==> config.mk <==
export PLATFORM = sky130hd
export DESIGN_NAME = lpbc_line_check
export DESIGN_NICKNAME = d
export VERILOG_FILES = /design/src/lpbc_pkg.sv /design/src/lpbc_line_check.sv
export VERILOG_INCLUDE_DIRS = /design/src
export SDC_FILE = /design/constraint.sdc
export NUM_CORES = 1
export LEC_CHECK = 0
export BUFFER_PORTS_ARGS = -buffer_cell sky130_fd_sc_hd__buf_2
export CORE_ASPECT_RATIO = 2
export CORE_MARGIN = 2
export CORE_UTILIZATION = 47
export CTS_CLUSTER_SIZE = 28
export DETAILED_ROUTE_END_ITERATION = 8
export PLACE_DENSITY = 0.66
export SLEW_MARGIN = 20
export SYNTH_ARGS = -nofsm -noshare
export SYNTH_HDL_FRONTEND = slang
export SYNTH_SLANG_ARGS = --single-unit
==> constraint.sdc <==
create_clock -name mclk -period 7.8 [get_ports mclk]
set_clock_uncertainty 0.1 [all_clocks]
set_input_delay 0.78 -clock mclk [delete_from_list [all_inputs] [get_ports mclk]]
set_output_delay 0.78 -clock mclk [all_outputs]
set_load 0.05 [all_outputs]
==> src/lpbc_defs.svh <==
`ifndef LPBC_DEFS_SVH
`define LPBC_DEFS_SVH

// ****************************************************************
// Register byte offsets
// ****************************************************************
`define LPBC_ADDR_W        8
`define LPBC_OFF_RXCFG     8'h00
`define LPBC_OFF_TXCFG     8'h04
`define LPBC_OFF_RXRES     8'h08
`define LPBC_OFF_TXRES     8'h0C
`define LPBC_OFF_STATUS    8'h10

// ****************************************************************
// Configuration byte fields
// ****************************************************************
`define LPBC_LEN_LSB       0
`define LPBC_LEN_MSB       1
`define LPBC_PAR_BIT       3
`define LPBC_POLY_LSB      5
`define LPBC_POLY_MSB      6
`define LPBC_CFG_MASK      8'h6B
`define LPBC_STAT_DCE_BIT  1
`define LPBC_LEN_BASE      5

// ****************************************************************
// Polynomials and reset values
// ****************************************************************
`define LPBC_POLY16A       16'h8005
`define LPBC_POLY16B       16'h1021
`define LPBC_POLY12        16'h80F0
`define LPBC_CFG_RST       8'h00
`define LPBC_RES_RST       16'h0000
`define LPBC_STAT_RST      8'h00

`endif

==> src/lpbc_pkg.sv <==
package lpbc_pkg;

   typedef enum logic [1:0] {
      LPBC_P16A,
      LPBC_P16B,
      LPBC_P12,
      LPBC_LRC8
   } lpbc_poly_t;

   typedef struct packed {
      logic       valid;
      logic [7:0] chr;
      logic       parity;
      logic       check;
      logic [1:0] rtype;
   } lpbc_rx_req_t;

   typedef struct packed {
      logic       valid;
      logic [7:0] chr;
      logic       parity;
      logic       check;
   } lpbc_tx_req_t;

   typedef struct packed {
      logic       valid;
      logic [7:0] chr;
   } lpbc_calc_req_t;

   typedef struct packed {
      logic rx;
      logic tx;
   } lpbc_clr_t;

endpackage : lpbc_pkg

==> src/lpbc_line_check.sv <==
// Behaviour
// - Receive parity type comes from bit 3 of receive config.
// - Receive parity checked only when the receive instruction asks.
// - Check spans configured length; leftmost bit is parity, any value.
// - Receive parity error sets data check error bit 1 of status.
// - Transmit parity type and length come from transmit config.
// - Device inserts correct parity into leftmost bit on send (here only when the send instruction asks for parity).
// - Receive and transmit share one character length register.
// - Polynomial from bits 5 and 6 of receive or transmit config.
// - Codes: 00 crc16, 01 ccitt16, 10 crc12, 11 lrc8.
// - Receive types 1 and 3 with check update receive residue.
// - Types 0 and 2 never update; calculate instruction always does.
// - Send with check updates transmit residue.
// - Code 11 uses only the first residue byte; sent odd parity (send parity here still follows bit 3 of transmit config).
// - Residues clearable anytime by program or host write.
//
// The placing of the registers and the Wishbone register port were left to the implementer.
`timescale 1ns/1ps
`include "lpbc_defs.svh"

module lpbc_line_check
(
   input  wire logic                        mclk,
   input  wire logic                        rst,
   input  wire logic [`LPBC_ADDR_W-1:0]     wb_adr_i,
   input  wire logic [31:0]                 wb_dat_i,
   output logic      [31:0]                 wb_dat_o,
   input  wire logic                        wb_we_i,
   input  wire logic [3:0]                  wb_sel_i,
   input  wire logic                        wb_cyc_i,
   input  wire logic                        wb_stb_i,
   output logic                             wb_ack_o,
   input  wire lpbc_pkg::lpbc_rx_req_t      rxReq,
   input  wire lpbc_pkg::lpbc_calc_req_t    calcReq,
   input  wire lpbc_pkg::lpbc_tx_req_t      txReq,
   input  wire lpbc_pkg::lpbc_clr_t         resClear,
   output logic      [7:0]                  workChar_r,
   output logic                             workValid_r,
   output logic      [7:0]                  lineTxChar_r,
   output logic                             lineTxValid_r,
   output logic                             dataCheckErr_r
);
   import lpbc_pkg::*;

   // ****************************************************************
   // Helpers
   // ****************************************************************
   function automatic logic [7:0] lenMask(input logic [1:0] len);
      lenMask = 8'hFF >> (2'h3 - len);
   endfunction : lenMask

   function automatic logic [15:0] crcStep(input logic [15:0] res,
                                           input logic [7:0]  ch,
                                           input logic [1:0]  poly,
                                           input logic [1:0]  len);
      logic [15:0] r;
      logic [15:0] p;
      logic        fb;
      r  = res;
      p  = 16'h0000;
      fb = 1'b0;
      case (lpbc_poly_t'(poly))
         LPBC_P16A: p = `LPBC_POLY16A;
         LPBC_P16B: p = `LPBC_POLY16B;
         LPBC_P12:  p = `LPBC_POLY12;
         default:   p = 16'h0000;
      endcase
      if (lpbc_poly_t'(poly) == LPBC_LRC8)
      begin
         r[15:8] = r[15:8] ^ (ch & lenMask(len));
      end
      else
      begin
         for (int i = 0; i < 8; i++)
         begin
            if (i < (`LPBC_LEN_BASE + int'(len)))
            begin
               fb = r[15] ^ ch[i];
               r  = {r[14:0], 1'b0} ^ (fb ? p : 16'h0000);
            end
         end
      end
      crcStep = r;
   endfunction : crcStep

   // ****************************************************************
   // State
   // ****************************************************************
   logic [7:0]  rxCfg_r,    rxCfg_nxt;
   logic [7:0]  txCfg_r,    txCfg_nxt;
   logic [1:0]  lineLen_r,  lineLen_nxt;
   logic [15:0] rxRes_r,    rxRes_nxt;
   logic [15:0] txRes_r,    txRes_nxt;
   logic [7:0]  status_r,   status_nxt;
   logic        ack_r,      ack_nxt;
   logic [31:0] rdData_r,   rdData_nxt;
   logic [7:0]  workChar_nxt;
   logic        workValid_nxt;
   logic [7:0]  lineTxChar_nxt;
   logic        lineTxValid_nxt;

   logic        wbWr;
   logic [7:0]  rxMasked;
   logic [7:0]  txMasked;
   logic        rxParErr;
   logic        txParBit;
   logic [7:0]  txOut;
   logic [2:0]  topBit;

   // ****************************************************************
   // Next state
   // ****************************************************************
   always_comb
   begin
      wbWr            = wb_cyc_i & wb_stb_i & wb_we_i & ~ack_r;
      ack_nxt         = wb_cyc_i & wb_stb_i & ~ack_r;
      rxCfg_nxt       = rxCfg_r;
      txCfg_nxt       = txCfg_r;
      lineLen_nxt     = lineLen_r;
      rxRes_nxt       = rxRes_r;
      txRes_nxt       = txRes_r;
      status_nxt      = status_r;
      rdData_nxt      = 32'h0000_0000;
      topBit          = 3'(`LPBC_LEN_BASE - 1) + {1'b0, lineLen_r};
      rxMasked        = rxReq.chr & lenMask(lineLen_r);
      txMasked        = txReq.chr & lenMask(lineLen_r);
      rxParErr        = (^rxMasked) != rxCfg_r[`LPBC_PAR_BIT];
      txParBit        = (^txMasked) ^ txCfg_r[`LPBC_PAR_BIT];
      txOut           = txMasked;
      if (txReq.parity)
      begin
         txOut[topBit] = txParBit;
      end
      workValid_nxt   = rxReq.valid;
      workChar_nxt    = rxReq.valid ? rxMasked : workChar_r;
      lineTxValid_nxt = txReq.valid;
      lineTxChar_nxt  = txReq.valid ? txOut : lineTxChar_r;

      // Register reads
      if (wb_cyc_i & wb_stb_i & ~wb_we_i & ~ack_r)
      begin
         case (wb_adr_i)
            `LPBC_OFF_RXCFG:
               rdData_nxt = {24'h000000,
                             rxCfg_r[7:2], lineLen_r};
            `LPBC_OFF_TXCFG:
               rdData_nxt = {24'h000000,
                             txCfg_r[7:2], lineLen_r};
            `LPBC_OFF_RXRES:  rdData_nxt = {16'h0000, rxRes_r};
            `LPBC_OFF_TXRES:  rdData_nxt = {16'h0000, txRes_r};
            `LPBC_OFF_STATUS: rdData_nxt = {24'h000000, status_r};
            default:          rdData_nxt = 32'h0000_0000;
         endcase
      end

      // Residue updates from channel instructions
      // types 1 and 3 update
      // types 0 and 2 do not
      if (rxReq.valid & rxReq.check & rxReq.rtype[0])
      begin
         rxRes_nxt = crcStep(rxRes_nxt, rxReq.chr,
                             rxCfg_r[`LPBC_POLY_MSB:`LPBC_POLY_LSB],
                             lineLen_r);
      end
      if (calcReq.valid)
      begin
         rxRes_nxt = crcStep(rxRes_nxt, calcReq.chr,
                             rxCfg_r[`LPBC_POLY_MSB:`LPBC_POLY_LSB],
                             lineLen_r);
      end
      if (txReq.valid & txReq.check)
      begin
         txRes_nxt = crcStep(txRes_r, txOut,
                             txCfg_r[`LPBC_POLY_MSB:`LPBC_POLY_LSB],
                             lineLen_r);
      end

      // Host register writes
      if (wbWr)
      begin
         case (wb_adr_i)
            `LPBC_OFF_RXCFG:
               if (wb_sel_i[0])
               begin
                  rxCfg_nxt   = wb_dat_i[7:0] & `LPBC_CFG_MASK;
                  lineLen_nxt = wb_dat_i[`LPBC_LEN_MSB:`LPBC_LEN_LSB];
               end
            `LPBC_OFF_TXCFG:
               if (wb_sel_i[0])
               begin
                  txCfg_nxt   = wb_dat_i[7:0] & `LPBC_CFG_MASK;
                  lineLen_nxt = wb_dat_i[`LPBC_LEN_MSB:`LPBC_LEN_LSB];
               end
            `LPBC_OFF_RXRES:
            begin
               if (wb_sel_i[0])
                  rxRes_nxt[7:0]  = wb_dat_i[7:0];
               if (wb_sel_i[1])
                  rxRes_nxt[15:8] = wb_dat_i[15:8];
            end
            `LPBC_OFF_TXRES:
            begin
               if (wb_sel_i[0])
                  txRes_nxt[7:0]  = wb_dat_i[7:0];
               if (wb_sel_i[1])
                  txRes_nxt[15:8] = wb_dat_i[15:8];
            end
            `LPBC_OFF_STATUS:
               if (wb_sel_i[0])
                  status_nxt = wb_dat_i[7:0];
            default: ;
         endcase
      end

      if (resClear.rx)
         rxRes_nxt = `LPBC_RES_RST;
      if (resClear.tx)
         txRes_nxt = `LPBC_RES_RST;

      if (rxReq.valid & rxReq.parity & rxParErr)
         status_nxt[`LPBC_STAT_DCE_BIT] = 1'b1;
   end

   // ****************************************************************
   // Registers
   // ****************************************************************
   always_ff @(posedge mclk)
   begin
      if (rst)
      begin
         rxCfg_r       <= `LPBC_CFG_RST;
         txCfg_r       <= `LPBC_CFG_RST;
         lineLen_r     <= 2'h0;
         rxRes_r       <= `LPBC_RES_RST;
         txRes_r       <= `LPBC_RES_RST;
         status_r      <= `LPBC_STAT_RST;
         ack_r         <= 1'b0;
         rdData_r      <= 32'h0000_0000;
         workChar_r    <= 8'h00;
         workValid_r   <= 1'b0;
         lineTxChar_r  <= 8'h00;
         lineTxValid_r <= 1'b0;
      end
      else
      begin
         rxCfg_r       <= rxCfg_nxt;
         txCfg_r       <= txCfg_nxt;
         lineLen_r     <= lineLen_nxt;
         rxRes_r       <= rxRes_nxt;
         txRes_r       <= txRes_nxt;
         status_r      <= status_nxt;
         ack_r         <= ack_nxt;
         rdData_r      <= rdData_nxt;
         workChar_r    <= workChar_nxt;
         workValid_r   <= workValid_nxt;
         lineTxChar_r  <= lineTxChar_nxt;
         lineTxValid_r <= lineTxValid_nxt;
      end
   end

   assign wb_ack_o       = ack_r;
   assign wb_dat_o       = rdData_r;
   assign dataCheckErr_r = status_r[`LPBC_STAT_DCE_BIT];

endmodule : lpbc_line_check

-- Word-level counts from Yosys, hierarchy flattened
Cells that the tools add are included.
- register bits after elaboration: 103
- input port bits: 84
- $add $sub $neg: 3
- shift operators: 1
- mux-type cells: 121
- reduce and logical (&&, ||, !) cells: 18
- bitwise operators: 70
- order comparisons: 10
- equality and inequality tests: 11
- operators with widths (cell ; count):
    16-bit 2-to-1 mux ; 100
    16-bit XOR ; 24
    4-bit by 32-bit less-than comparator with 1-bit output, first input constant ; 3
    16-bit case mux with 3 select lines ; 2
    8-bit 2-to-1 mux ; 11
    16-bit case mux with 5 select lines ; 1
    3-bit by 32-bit less-than comparator with 1-bit output, first input constant ; 2
    8-bit bitwise AND ; 4
    1-bit by 32-bit less-than comparator with 1-bit output, first input constant ; 1
    2-bit by 32-bit less-than comparator with 1-bit output, first input constant ; 1
    1-bit XOR ; 25
    8-bit XOR ; 3
    8-bit by 4-bit == test with 1-bit output, second input constant ; 2
    8-bit parity ; 2
    3-bit AND reduction ; 5
    1-bit bitwise AND ; 11
    8-bit bitwise mux ; 1
    2-bit == test, second input constant ; 4
    8-bit by 3-bit == test with 1-bit output, second input constant ; 1
    8-bit by 5-bit == test with 1-bit output, second input constant ; 1
    8-bit zero test ; 1
    2-bit OR reduction ; 4
    8-bit by 2-bit >> shifter with 8-bit output, first input constant ; 1
    2-bit 2-to-1 mux ; 3
    other kinds (14) ; 21

-- Depth between registers and ports, before layout
- depth after elaboration: 101
- depth in mapped cells: 28
- mapped depth without buffers: 25

-- Worst setup path before layout
No wires, ideal clock.
- path kind: input to register
- start: in rxReq[4] (netlist bit)
- end: reg rxRes_r[7]
- path slack: 1.051 ns
- arrival: 6.525 ns
- required time: 7.576 ns
- stages on the path: 25
- cells stage by stage: buf_6 xor2_4 xnor3_2 xnor2_4 and3_1 o2111ai_1 o2111ai_2 nor3_4 mux2i_1 mux2i_2 a22o_2 a2111oi_0 a2111o_1 or2_1 buf_6 or3_1 a211o_1 nand4_1 nor2_1 a211o_1 o21ai_0 and2_4 mux4_2 nor2_1 nor3_1
- longest elaborated chain between the ends: 99
- elaborated cells on any way between the ends: 102
- those cells by class: 68 x mux; 34 x bitwise
- ends and longest elaborated chain (element ; line ; RTL):
    start: declaration ; lpbc_line_check.sv:33 ; input wire lpbc_pkg::lpbc_rx_req_t rxReq,
    1-bit XOR ; lpbc_line_check.sv:78 ; fb = r[15] ^ ch[i];
    16-bit 2-to-1 mux ; lpbc_line_check.sv:79 ; r = {r[14:0], 1'b0} ^ (fb ? p : 16'h0000);
    16-bit XOR ; lpbc_line_check.sv:79 ;
    16-bit 2-to-1 mux ; lpbc_line_check.sv:76 ; if (i < (`LPBC_LEN_BASE + int'(len)))
    16-bit 2-to-1 mux ; lpbc_line_check.sv:68 ; if (lpbc_poly_t'(poly) == LPBC_LRC8)
    16-bit 2-to-1 mux ; lpbc_line_check.sv:159 ; if (rxReq.valid & rxReq.check & rxReq.rtype[0])
    1-bit XOR ; lpbc_line_check.sv:78 ;
    16-bit 2-to-1 mux ; lpbc_line_check.sv:79 ;
    [... 83 more ...] ; -- ;
    16-bit 2-to-1 mux ; lpbc_line_check.sv:79 ;
    16-bit XOR ; lpbc_line_check.sv:79 ;
    16-bit 2-to-1 mux ; lpbc_line_check.sv:76 ;
    8-bit 2-to-1 mux ; lpbc_line_check.sv:68 ;
    16-bit 2-to-1 mux * ; lpbc_line_check.sv:165 ; if (calcReq.valid)
    8-bit 2-to-1 mux ; lpbc_line_check.sv:196 ; if (wb_sel_i[0])
    16-bit 2-to-1 mux ; lpbc_line_check.sv:181 ; case (wb_adr_i)
    16-bit 2-to-1 mux * ; lpbc_line_check.sv:179 ; if (wbWr)
    end signal: assignment ; lpbc_line_check.sv:234 ; rxRes_r <= `LPBC_RES_RST;
    end signal: assignment ; lpbc_line_check.sv:249 ; rxRes_r <= rxRes_nxt;
    end: declaration ; lpbc_line_check.sv:92 ; logic [15:0] rxRes_r, rxRes_nxt;
Mark *: on every way between the ends. The rest lies on a longest branch, timed or not. The select of a mux whose other input is x is not followed.
A chain may end at the register's enable or synchronous reset.

-- Final worst setup path
Ends and elaborated chain as after synthesis.

==> qor.yml <==
nets: 1572
path_class: "input pin to flop"
drtPass1Iterations: 5
synth_top_area_share_pct: 16.36
endpoint_kind: "flop"
synth_edf_count: 0
antenna_found_initial: 0
die_h_microns: 211.9
synth-seq-area-share_pct: 16.36
numCtsBuffers: 9
cp-start-kind: "input pin"
cp_top_family: "multiplexers"
netlist_area_sq_mm: 0.01015
worst_pin_slew_ns: 1.004
drc_errors: 0
met3WireLength_microns: 2288
finalMaxSlewViolations: 0
final-seq-area_sq_mm: 0.001664
max_stage_delay_ns: 0.56
critPathSlowestCell: "o311ai_2"
overflow: 0
post-dp-hpwl_microns: 30420
status: "completed"
dr_total_vias: 10898
yosys.cell_count.top_type: "nor2_1"
setup_tns_ns: 0
avgSynthCellArea_sq_um: 7.222
post-cts-setup-buffers: 0
initial_core_util_pct: 47.46
path_cells: "buf_2 > xnor2_4 > xnor2_1 > nor4_1 > o311ai_2 > mux2i_1 > o31ai_4 > nor3_4 > mux2i_1 > mux2i_2 > a22oi_1 > nor3_1 > nor3_1 > xnor2_2 > xnor3_1 > mux2i_1 > and4_4 > a211oi_1 > a211o_1 > o21ai_0 > and2_4 > mux4_2 > nor2_1 > nor3_1"
min_period_ns: 7.329
cts-root-buf: "clkbuf_16"
slew_headroom_pct: 32.83
drtIter0Drc: 736
synth_area_leader_cell: "dfxtp_1"
crit_buf_inv: 1
period_share_pct: 93.97
finalWeightedCongestion: 1.058
io_pins: 136
path_max_fanout: 7
synth_top_flop_cell: "dfxtp_1"
hold_viol: 0
wl_met2_microns: 19800
grt_max_degree: 64
critPathRequiredTime_ns: 7.93
gr-usage-all-layers_pct: 33.82
n_antenna_cell: 0
clk_pin_slew_worst_paths_ns: 0.07
cts-resized-gates: 0
clock_path_buffers: 2
multi_input_area_sq_mm: 0.007949
dieArea_sq_mm: 0.02287
ys_ff_latch: 83
portBuffers: 100
coreArea_sq_mm: 0.02140
yosys-top-cells-count: "nor2_1, nand2_1, xnor2_1"
via_per_inst: 6.224
cap_violations: 0
grt_pass1_wl_microns: 58310
htreeDepth: 3
irDropWorstVdd_v: 0.0001725
post_drt_wl_per_cell_microns: 22.00
rsz0062_at_grt: "false"
wl_met1_microns: 12330
syn_inst: 1406
synthTopCellsByArea: "dfxtp_1, xnor2_1, nor2_1"
drive_gt1_share_pct: 16.10
wl_microns: 38520
syn_to_final_growth_pct: 10.61
yosys_warnings: 0
hold_class: "flop to flop"
power.density_mw_per_mm2: 188.6
num_rows: 76
fmax_mhz: 136.4
finalPower_mw: 2.118
dieWidth_microns: 107.9
fillerInstances: 2167
clock_latency_ns: 0.36
p_leak_nw: 4.395
ys_types: 95
setup_violations: 0
drtAntennaViolNets: 0
cp.arrival_ns: 7.46
topRoutingLayerUsed: "met4"
first_global_vias: 10442
cts_hold_buf: 0
ys_async_sr_fraction_pct: 0
cts_tree: "done"
cts_sinks: 83
path summary, 6_finish.rpt:
kind	start	slack, ns	endpoint	depth (start not counted)
setup / recovery	rxReq[4]	0.47	rxRes_r[7]	24
hold / removal	workChar_r[7]	0.38	workChar_r[7]	2
setup reg to reg	rxRes_r[15]	0.51	rxRes_r[7]	23
hold reg to reg	workChar_r[7]	0.38	workChar_r[7]	2
cells by family (layout without fill, tap and decap cells):
kind of cell / Yosys count / count (layout) / share of synthesized area, %
other cells: 1 / 16 / 0.03693
buf+inv: 135 / 192 / 6.025
mux: 90 / 90 / 10.37
compound gates: 332 / 332 / 21.37
flops: 83 / 83 / 16.36
fa+ha+maj: 15 / 15 / 1.848
xor+xnor: 186 / 186 / 18.26
simple gates: 564 / 564 / 25.73
cells in the final DEF, fill, tap and decap left out, types with 51 or more instances in the layout:
master,netlist,routed
a21oi_1,105,105
buf_2,9,100
buf_4,18,51
dfxtp_1,83,81
mux2i_1,69,69
nand2_1,169,169
nand3_1,55,55
nor2_1,195,192
o21ai_0,66,66
xnor2_1,111,111
xor2_1,57,57
per-layer routing:
layer / vias up / global-route usage (%)
li1: 5082 / -
met1: 5053 / 32.68
met2: 555 / 61.29
met3: 208 / 4.403
met4: 0 / 29.22
met5: - / 0
per-stage QoR:
stage	std cells	util (%)	cell area [sq um]	setup WS, ns	hold slack (ns)
global route	1751	52.50	11230	0.02845	0.4031
floorplan	1421	-	10210	1.051	0.3537
finish	1751	52.50	11230	0.4706	0.3763
detailed placement	1735	51.08	10930	0.1527	0.3675
global placement	1735	51.08	10930	0.2807	0.3594
CTS	1751	52.49	11230	0.5007	0.3797
power breakdown:
group	switching [mW]	total (mW)	internal [mW]
sequential	0.0268	0.465	0.438
clock	0.189	0.441	0.252
combinational	0.704	1.21	0.508
total	0.920	2.12	1.20
registers in the layout, indices dropped and copies added (netlist names), 2 cells and up:
| register | cells |
|---|---|
| status_r | 8 |
| txCfg_r | 3 |
| rxRes_r | 16 |
| rxCfg_r | 3 |
| txRes_r | 16 |
| lineLen_r | 2 |
| workChar_r | 8 |
| wb_dat_o | 16 |
| lineTxChar_r | 8 |
cell type report:
type | instances | share of cell area [%]
Multi-Input combinational cell | 1203 | 70.77
Sequential cell | 83 | 14.82
Timing Repair Buffer | 151 | 7.865
Tap cell | 273 | 3.041
Clock buffer | 10 | 2.039
Inverter | 25 | 0.8355
Clock inverter | 6 | 0.6350
worst min-delay path, cell delays in order (launching register included):
cell and delay [ns]:
dfxtp_1 0.31, nand2b_1 0.06, a21oi_1 0.06
Note: power is estimated with default switching activity, not from simulation.
